$ cat config.mk
export PLATFORM = sky130hd
export DESIGN_NAME = ucop_top
export DESIGN_NICKNAME = d
export VERILOG_FILES = /design/src/inc/ucop_pkg.sv /design/src/ucop_cell_buf.sv /design/src/ucop_top.sv
export VERILOG_INCLUDE_DIRS = /design/src /design/src/inc
export SDC_FILE = /design/constraint.sdc
export NUM_CORES = 1
export LEC_CHECK = 0
export BUFFER_PORTS_ARGS = -buffer_cell sky130_fd_sc_hd__buf_4
export CAP_MARGIN = 20
export CELL_PAD_IN_SITES_DETAIL_PLACEMENT = 0
export CELL_PAD_IN_SITES_GLOBAL_PLACEMENT = 1
export CORE_ASPECT_RATIO = 0.9
export CORE_MARGIN = 3
export CORE_UTILIZATION = 45
export DETAILED_ROUTE_END_ITERATION = 12
export PLACE_DENSITY = 0.73
export SETUP_SLACK_MARGIN = 0.15
export SLEW_MARGIN = 20
export SYNTH_ARGS = -nofsm -noshare
export SYNTH_HDL_FRONTEND = slang
export SYNTH_SLANG_ARGS = --single-unit
$ cat constraint.sdc
create_clock -name i_sys_clk -period 4.7 [get_ports i_sys_clk]
set_input_delay 0.47 -clock i_sys_clk [delete_from_list [all_inputs] [get_ports i_sys_clk]]
set_output_delay 0.47 -clock i_sys_clk [all_outputs]
set_load 0.01 [all_outputs]
$ cat src/inc/ucop_defines.svh
// constants for the cell output port
`ifndef UCOP_DEFINES_SVH
`define UCOP_DEFINES_SVH
`define UCOP_DATA_W 16
`define UCOP_ADDR_W 5
`define UCOP_IDX_W 6
`define UCOP_BUF_DEPTH 64
`define UCOP_CELL_WORDS16 6'h1B
`define UCOP_CELL_BYTES8 6'h35
`define UCOP_RST_WORD 16'h0000
`define UCOP_RST_HS 1'b1
`define UCOP_LINK_DIV 2
`endif

$ cat src/inc/ucop_pkg.sv
// types for the cell output port
package ucop_pkg;
    typedef enum logic [1:0] {
        UCOP_IDLE = 2'h0,
        UCOP_SEND = 2'h1
    } ucop_state_t;

    typedef struct packed {
        logic phy_mode;
        logic level2;
        logic width8;
        logic clk_internal;
        logic [4:0] my_addr;
    } ucop_cfg_t;

    typedef struct packed {
        logic lclk;
        logic hs;
        logic [4:0] addr;
    } ucop_pins_t;

    typedef struct packed {
        logic [15:0] word;
        logic par;
        logic soc;
        logic bus_oe;
        logic hs;
        logic hs_oe;
        logic lclk;
        logic lclk_oe;
    } ucop_out_t;
endpackage

$ cat src/ucop_cell_buf.sv
// one-cell store between the user side and the link side
`timescale 1ns/1ps
`include "ucop_defines.svh"
module ucop_cell_buf #(
    parameter int W = `UCOP_DATA_W,
    parameter int DEPTH = `UCOP_BUF_DEPTH,
    parameter int IDX_W = `UCOP_IDX_W
) (
    input wire logic i_sys_clk,
    input wire logic i_sys_rst,
    input wire logic [W-1:0] i_user_word,
    input wire logic i_user_valid,
    output logic o_user_ready,
    input wire logic [IDX_W-1:0] i_cell_len,
    output logic o_cell_ready,
    input wire logic [IDX_W-1:0] i_rd_idx,
    output logic [W-1:0] o_rd_word,
    input wire logic i_release
);
    typedef struct packed {
        logic [IDX_W-1:0] cnt;
        logic full;
        logic rdy;
    } ucop_buf_st_t;

    logic [W-1:0] mem [DEPTH];
    ucop_buf_st_t q, d;
    logic wr;

    assign wr = i_user_valid && !q.full;

    always_comb begin
        d = q;
        if (wr) begin
            if (q.cnt == i_cell_len - 1'b1) begin
                d.cnt = '0;
                d.full = 1'b1;
            end else begin
                d.cnt = q.cnt + 1'b1;
            end
        end
        if (i_release && q.full) begin
            d.full = 1'b0;
        end
        d.rdy = !d.full;
    end

    always_ff @(posedge i_sys_clk) begin
        if (i_sys_rst) begin
            q <= '0;
            q.rdy <= 1'b1;
        end else begin
            q <= d;
        end
        if (wr) begin
            mem[q.cnt] <= i_user_word;
        end
    end

    assign o_user_ready = q.rdy;
    assign o_cell_ready = q.full;
    assign o_rd_word = mem[i_rd_idx];
endmodule

$ cat src/ucop_top.sv
// cell output port: link clock, handshake and word bus driver
`timescale 1ns/1ps
`include "ucop_defines.svh"
module ucop_top #(
    parameter int IDX_W = `UCOP_IDX_W,
    parameter int DEPTH = `UCOP_BUF_DEPTH
) (
    input wire logic i_sys_clk,
    input wire logic i_sys_rst,
    input wire ucop_pkg::ucop_cfg_t i_cfg,
    input wire logic [15:0] i_user_word,
    input wire logic i_user_valid,
    output logic o_user_ready,
    input wire logic i_cell_out_link_clock,
    output logic o_cell_out_link_clock,
    output logic o_cell_out_link_clock_oe,
    input wire logic [4:0] i_cell_out_phy_address,
    input wire logic i_cell_out_handshake_in,
    output logic o_cell_out_handshake_out,
    output logic o_cell_out_handshake_out_oe,
    output logic [15:0] o_cell_out_word_bus,
    output logic o_cell_out_word_bus_oe,
    output logic o_cell_out_parity,
    output logic o_cell_out_parity_oe,
    output logic o_cell_out_start_marker,
    output logic o_cell_out_start_marker_oe
);
    typedef struct packed {
        ucop_pkg::ucop_pins_t s1;
        ucop_pkg::ucop_pins_t s2;
        logic lclk_p;
        logic div;
        ucop_pkg::ucop_state_t st;
        logic [IDX_W-1:0] idx;
        logic sel;
        ucop_pkg::ucop_out_t out;
        logic [1:0] warm;
    } ucop_st_t;

    ucop_st_t q, d;
    ucop_pkg::ucop_pins_t pins;
    logic [15:0] rd_word;
    logic [IDX_W-1:0] cell_len;
    logic cell_ready;
    logic rel;
    logic tick;
    logic match;

    function automatic ucop_pkg::ucop_out_t put_word(input ucop_pkg::ucop_out_t o,
            input logic [15:0] w, input logic w8, input logic first);
        ucop_pkg::ucop_out_t r;
        r = o;
        r.word = w8 ? {8'h00, w[7:0]} : w;
        r.par = ~^r.word;
        r.soc = first;
        r.bus_oe = 1'b1;
        return r;
    endfunction

    assign pins = '{lclk: i_cell_out_link_clock, hs: i_cell_out_handshake_in,
                    addr: i_cell_out_phy_address};
    assign cell_len = i_cfg.width8 ? `UCOP_CELL_BYTES8 : `UCOP_CELL_WORDS16;
    // internal clock rises on the edge that sets div; external one is edge-detected
    assign tick = i_cfg.clk_internal ? !q.div : (q.s2.lclk && !q.lclk_p);
    assign match = !i_cfg.level2 || (q.s2.addr == i_cfg.my_addr);

    ucop_cell_buf #(.W(16), .DEPTH(DEPTH), .IDX_W(IDX_W)) u_buf (
        .i_sys_clk(i_sys_clk),
        .i_sys_rst(i_sys_rst),
        .i_user_word(i_user_word),
        .i_user_valid(i_user_valid),
        .o_user_ready(o_user_ready),
        .i_cell_len(cell_len),
        .o_cell_ready(cell_ready),
        .i_rd_idx(q.idx),
        .o_rd_word(rd_word),
        .i_release(rel)
    );

    always_comb begin
        d = q;
        rel = 1'b0;
        d.s1 = pins;
        d.s2 = q.s1;
        d.lclk_p = q.s2.lclk;
        d.warm = q.warm[1] ? q.warm : q.warm + 2'h1;
        d.div = i_cfg.clk_internal ? ~q.div : 1'b0;
        d.out.lclk = d.div;
        d.out.lclk_oe = i_cfg.clk_internal;
        if (tick) begin
            if (!i_cfg.phy_mode) begin
                d.out.hs_oe = 1'b1;
                case (q.st)
                    ucop_pkg::UCOP_IDLE: begin
                        if (cell_ready && q.s2.hs) begin
                            d.out = put_word(d.out, rd_word, i_cfg.width8, 1'b1);
                            d.out.hs = 1'b0;
                            d.idx = q.idx + 1'b1;
                            d.st = ucop_pkg::UCOP_SEND;
                        end else begin
                            d.out.hs = 1'b1;
                            d.out.soc = 1'b0;
                            d.out.bus_oe = !i_cfg.level2;
                        end
                    end
                    ucop_pkg::UCOP_SEND: begin
                        if (q.idx == cell_len) begin
                            d.out.hs = 1'b1;
                            d.out.soc = 1'b0;
                            d.out.bus_oe = !i_cfg.level2;
                            d.idx = '0;
                            d.st = ucop_pkg::UCOP_IDLE;
                            rel = 1'b1;
                        end else begin
                            d.out = put_word(d.out, rd_word, i_cfg.width8, 1'b0);
                            d.idx = q.idx + 1'b1;
                        end
                    end
                    default: begin
                        d.st = ucop_pkg::UCOP_IDLE;
                    end
                endcase
            end else begin
                d.out.hs = cell_ready && (q.st == ucop_pkg::UCOP_IDLE);
                d.out.hs_oe = match;
                if (q.s2.hs) begin
                    d.sel = match;
                end
                case (q.st)
                    ucop_pkg::UCOP_IDLE: begin
                        if (!q.s2.hs && q.sel && cell_ready) begin
                            d.out = put_word(d.out, rd_word, i_cfg.width8, 1'b1);
                            d.idx = q.idx + 1'b1;
                            d.st = ucop_pkg::UCOP_SEND;
                        end else begin
                            d.out.soc = 1'b0;
                            d.out.bus_oe = !i_cfg.level2;
                        end
                    end
                    ucop_pkg::UCOP_SEND: begin
                        if (q.s2.hs) begin
                            d.out.bus_oe = d.sel || !i_cfg.level2;
                        end else if (q.idx == cell_len) begin
                            d.out.soc = 1'b0;
                            d.out.bus_oe = !i_cfg.level2;
                            d.idx = '0;
                            d.st = ucop_pkg::UCOP_IDLE;
                            rel = 1'b1;
                        end else begin
                            d.out = put_word(d.out, rd_word, i_cfg.width8, 1'b0);
                            d.idx = q.idx + 1'b1;
                        end
                    end
                    default: begin
                        d.st = ucop_pkg::UCOP_IDLE;
                    end
                endcase
            end
        end
    end

    always_ff @(posedge i_sys_clk) begin
        if (i_sys_rst) begin
            q <= '0;
            q.out.hs <= `UCOP_RST_HS;
            q.out.word <= `UCOP_RST_WORD;
            q.out.par <= ~^`UCOP_RST_WORD;
        end else begin
            q <= d;
        end
    end

    assign o_cell_out_link_clock = q.out.lclk;
    assign o_cell_out_link_clock_oe = q.out.lclk_oe;
    assign o_cell_out_handshake_out = q.out.hs;
    assign o_cell_out_handshake_out_oe = q.out.hs_oe;
    assign o_cell_out_word_bus = q.out.word;
    assign o_cell_out_word_bus_oe = q.out.bus_oe;
    assign o_cell_out_parity = q.out.par;
    assign o_cell_out_parity_oe = q.out.bus_oe;
    assign o_cell_out_start_marker = q.out.soc;
    assign o_cell_out_start_marker_oe = q.out.bus_oe;
endmodule

# Word level (Yosys, flattened, before mapping)

Memory sizes are Yosys's and may differ from the RTL's. A register that Yosys moved wholly into a read port is not among the register bits.
Cells that the tools add are included.

Bits in registers: 56
Latch bits: 0
RAM bits: 1024
Memory bits (read-only): 0
Input bits: 35
Output and inout port bits: 26
Logic and storage cells: 104
Memories kept: 1

Memory list:

| name      | words | bits a word | rd ports | clocked after Yosys merged registers in | wr ports | RTL line            | RTL |
|---|---|---|---|---|---|---|---|
| u_buf.mem | 64    | 16          | 1        | 1                                       | 1        | ucop_cell_buf.sv:26 | `logic [W-1:0] mem [DEPTH];` |

Add/sub/neg operators: 3
Multipliers: 0
Divide/modulo/power cells: 0
Magnitude comparators: 0
Eq/ne operators: 8
Shifts and indexed selects: 0
Muxes and demuxes: 44
Bitwise logic cells: 1
Reductions and logical operators: 25

Operators by type and width:

| kind                                                                | count |
|---|---|
| 23-bit case mux with 2 select lines                                 | 2 |
| 17-bit 2-to-1 mux                                                   | 3 |
| 8-bit 2-to-1 mux                                                    | 4 |
| 6-bit 2-to-1 mux                                                    | 5 |
| 6-bit case mux with 2 select lines                                  | 2 |
| 23-bit 2-to-1 mux                                                   | 1 |
| 1-bit 2-to-1 mux                                                    | 18 |
| 18-bit 2-to-1 mux                                                   | 1 |
| 16-bit 2-to-1 mux                                                   | 1 |
| 16-bit XNOR reduction                                               | 1 |
| 6-bit by 1-bit adder with 6-bit output (second input constant)      | 2 |
| 6-bit == test                                                       | 2 |
| 3-bit inequality test (second input constant)                       | 3 |
| 2-bit 2-to-1 mux                                                    | 4 |
| 2-bit case mux with 2 select lines                                  | 2 |
| 1-bit logical AND                                                   | 7 |
| 1-bit zero test                                                     | 6 |
| 3-bit AND reduction                                                 | 2 |
| 6-bit by 1-bit subtractor with 6-bit output (second input constant) | 1 |
| 5-bit == test                                                       | 1 |
| 5-bit AND reduction                                                 | 1 |
| 2-bit AND reduction                                                 | 2 |
| 4-bit AND reduction                                                 | 1 |
| 3-bit 2-to-1 mux                                                    | 1 |
| other kinds (7)                                                     | 8 |

# Depth between registers and ports, before layout

Depth in word-level cells: 10
Gate-level depth with buffers: 17
Gate-level depth less buffers: 10

# By module

A second synthesis with hierarchy kept.

Cells, all modules: 2054
Area, all modules: 41838.9 µm²

By module, submodules not included:

| module        | times used | cells each | area each (µm²) | seq. area each (µm²) |
|---|---|---|---|---|
| ucop_cell_buf | 1          | 1815       | 39743.1         | 30909.6 |
| ucop_top      | 1          | 239        | 2095.8          | 920.9 |

# Least setup slack after synthesis

No wires, ideal clock.

Path kind: flip-flop to flip-flop
Start: reg with a tool-made name
End: reg q, in the netlist o_cell_out_parity
Library setup time: 0.124 ns
Arrival: 3.358 ns
Required time: 4.576 ns
Slack: 1.218 ns
Cell stages (with the launch flop): 15
Path buffers: 5
Period minus slack after synthesis: 3.482 ns
Path through: dfxtp_1 > buf_6 > buf_12 > buf_6 > buf_4 > buf_4 > mux4_2 > mux4_2 > a22oi_1 > nand2_1 > xor2_2 > xnor3_1 > nand2_1 > a21oi_1 > a2111o_1

RTL lines:

| item          | RTL line       | RTL |
|---|---|---|
| end, declared | ucop_top.sv:40 | `ucop_st_t q, d;` |

==> flow_summary.toml <==
[floorplan]
die_area_mm2 = 0.0974
core_mm2 = 0.0920
ios = 61
row_count = 105
die_w_um = 329
die_h_um = 296
start_util_pct = 45.8

[setup_path]
rrSetupSlack_ps = 350
crit_type = "reg2reg"
endpoint = "o_cell_out_parity"
setup.worst_path.end_class = "flop"
cp.arrival_ps = 4890
required_ps = 5240
cp_max_fo = 32
rr_worst_depth = 11
critPathLaunchType = "flop"
reg2reg_to = "o_cell_out_parity"

[synth]
async_flop_share_pct = 0
synth_edf_count = 1024
yosys.cell_types.count = 63
synth.yosys.seq_area_share_pct = 75.8
syn-cell-area_mm2 = 0.0422
synthCells = 2049
synth_warnings = 0
synthFlopType = "edfxtp_1"
syn_area_per_cell_um2 = 20.6
syn_nets = 2086
synth-seq-cells = 1084

[grt]
grt_max_degree = 65
grt_pass1_vias = 21200
antenna_found_initial = 3
overflow = 0
grt_pass1_wl_mm = 155
grt_usage_pct = 22.3

[pwr]
leakagePower_nw = 14.8
vdd_drop_max_mv = 0.262
finalPower_w = 0.0186
p_per_area_mw_per_mm2 = 391

[routing]
route.detailed.drc = 0
vias = 21600
drtAntennaViolNets = 1
viasPerCell = 6.10
drtIter0Drc = 2875
dr.pass1.iters = 6
wl_mm = 108
wl_per_cell_um = 30.4

[placement]
gp_routability_congestion = 0.888
placed_cells = 3356
portBuffers = 60
hpwlAfterDp_mm = 65.0

[cells_and_area]
stdcell_count = 3548
drive_gt1_share_pct = 25.8
fin_util_pct = 51.9
area_delta_synth_final_pct = 13.1
nets = 2269

[clock_network]
clk_pin_slew_worst_paths_ps = 70
root_buffer = "clkbuf_16"
cts_buffers = 104
h-tree-depth = 3
cts_hold_buf = 0
clk_path_buf_depth = 3
cts.sinks = 1084
clock_latency_ps = 660
cts_tree = "yes"

[timing]
setup_tns_ps = 0
relSlewSlack_pct = 31.8
drv_slew = 0
hold-worst-slack_ps = 47.1
min_period_ps = 4350
hold_viol = 0
worst_slew_pin_slew_ps = 1020
rsz0062_at_grt = "false"
period_share_pct = 92.5
timing.fmax_ghz = 0.230
clock-skew-final_ps = 21.6
finalSetupViolCount = 0

[run]
cap_violations = 0

[run_status]
status = "finished with violations"
violations = "antenna rules"

[worst_hold_path]
hold_path_class = "in2reg"
## synthesized netlist by cell type, types with 3 or more instances
| master | number | share of area (%) |
|---|---|---|
| a21oi_1 | 24 | 0.28 |
| buf_4 | 38 | 0.68 |
| o2111ai_1 | 5 | 0.10 |
| nand2b_1 | 11 | 0.16 |
| mux4_2 | 244 | 13 |
| or3_1 | 4 | 0.059 |
| clkbuf_1 | 40 | 0.36 |
| a221oi_1 | 5 | 0.10 |
| nor3_1 | 3 | 0.036 |
| a22oi_1 | 29 | 0.52 |
| xor2_1 | 9 | 0.19 |
| buf_1 | 11 | 0.098 |
| mux4_1 | 18 | 1.1 |
| o21ai_0 | 23 | 0.27 |
| o221ai_1 | 4 | 0.083 |
| o22ai_1 | 7 | 0.10 |
| xnor3_1 | 3 | 0.16 |
| edfxtp_1 | 1024 | 73 |
| nor2b_1 | 41 | 0.61 |
| buf_12 | 3 | 0.14 |
| nand4_1 | 12 | 0.18 |
| o31ai_1 | 5 | 0.089 |
| a31oi_1 | 7 | 0.10 |
| a32oi_1 | 3 | 0.062 |
| xnor2_1 | 8 | 0.17 |
| a2111oi_0 | 3 | 0.062 |
| nor3b_1 | 4 | 0.071 |
| nand3b_1 | 6 | 0.11 |
| nor2_1 | 117 | 1.0 |
| mux2_2 | 6 | 0.16 |
| nand2_1 | 100 | 0.89 |
| dfxtp_1 | 60 | 2.8 |
| nand3_1 | 35 | 0.42 |
| buf_2 | 26 | 0.31 |
| mux2i_1 | 50 | 1.2 |
| inv_1 | 4 | 0.036 |
| buf_6 | 9 | 0.24 |
| and2_1 | 7 | 0.10 |
| a211oi_1 | 10 | 0.18 |
| o21bai_1 | 3 | 0.053 |
## state kept, by name, indices dropped and copies added, names as in the netlist, named ones only
name                         count
d                                8
o_cell_out_handshake_out         1
o_cell_out_handshake_out_oe      1
o_cell_out_link_clock_oe         1
o_cell_out_parity                1
o_cell_out_parity_oe             1
o_cell_out_start_marker          1
o_cell_out_word_bus             16
q                               16
u_buf.mem                     1024
u_buf.o_cell_ready               1
u_buf.o_user_ready               1
u_buf.q                          6
## stage by stage
step                      instance area, µm²  setup WS [ps]
after floorplan                        42200           1220
after global placement                 44600            118
after detailed placement               44600           90.0
after CTS                              47700            252
after global routing                   47700            159
final                                  47700            354
## critical path, cell delays in order, from the launching register on
cell       delay, ps
dfxtp_4          550
buf_12           300
buf_12           210
mux4_1           560
o2111ai_1        300
o211ai_1         230
nor4_1           690
xnor3_1          450
xnor3_1          400
nand2_1           90
a21oi_1           40
a2111o_1         380
## layout by cell type (no fill, tap or decap), drive strengths merged, types with 8 or more instances in the layout
cell type and count:
a211oi 10, a21oi 24, a22oi 29, and2 8
buf 207, clkbuf 146, clkinv 36, dfxtp 60
edfxtp 1024, inv 8, mux2i 50, mux4 262
nand2 100, nand2b 11, nand3 35, nand4 12
nor2 117, nor2b 41, o21ai 24, xnor2 8
xor2 10
## routing by layer
metal	track usage, %	routed length, µm
met5	0	13
met4	5.52	2390
met2	33.5	48800
met3	4.52	11900
met1	33.9	44800
## timing repair
| item | in CTS | in global routing |
|---|---|---|
| endpoints found under the setup margin | 1 | 1 |
| gates resized for setup | 1 | 2 |
| cloned | 0 | 0 |
| buffers inserted | 0 | 0 |
## worst min-delay path by stage
stage               depth (start not counted)    end                 startpoint  slack, ps
floorplan                                   1  d[35]                      d[42]        410
global placement                            1  q[39]                      d[39]        430
detailed placement                          1  q[40]                      d[40]        430
CTS                                         2  d[38]  i_cell_out_phy_address[2]         10
global route                                2  d[40]  i_cell_out_phy_address[4]         30
finish                                      2  d[40]  i_cell_out_phy_address[4]         50
## power by group
group / switching [W] / internal (W)
registers: 0.0000130 / 0.0106
clock network: 0.00341 / 0.00423
logic: 0.000277 / 0.000105
total: 0.00370 / 0.0149
## area by class of cell
class                      count  area [µm²]
fill                        7179       44300
sequential                  1084       32000
timing repair buffer         207        1690
inverter                       5        18.8
clock inverter                41         193
clock buffer                 146        2870
antenna                        5        12.5
tap                         1230        1540
multi-input combinational    830        9400
## kinds of logic (layout without fill, tap and decap cells)
kind of cell	Yosys count	after routing	synth area share, %
multiplexers	319	319	15.5
other	0	5	0
AO/OA/AOI/OAI	143	143	2.36
XOR/XNOR	21	21	0.552
adder cells (fa/ha/maj)	2	2	0.0593
buffers and inverters	135	399	1.95
flip-flops	1084	1084	75.8
AND/OR/NAND/NOR	345	345	3.75
Power figures use the tool's default switching activity.
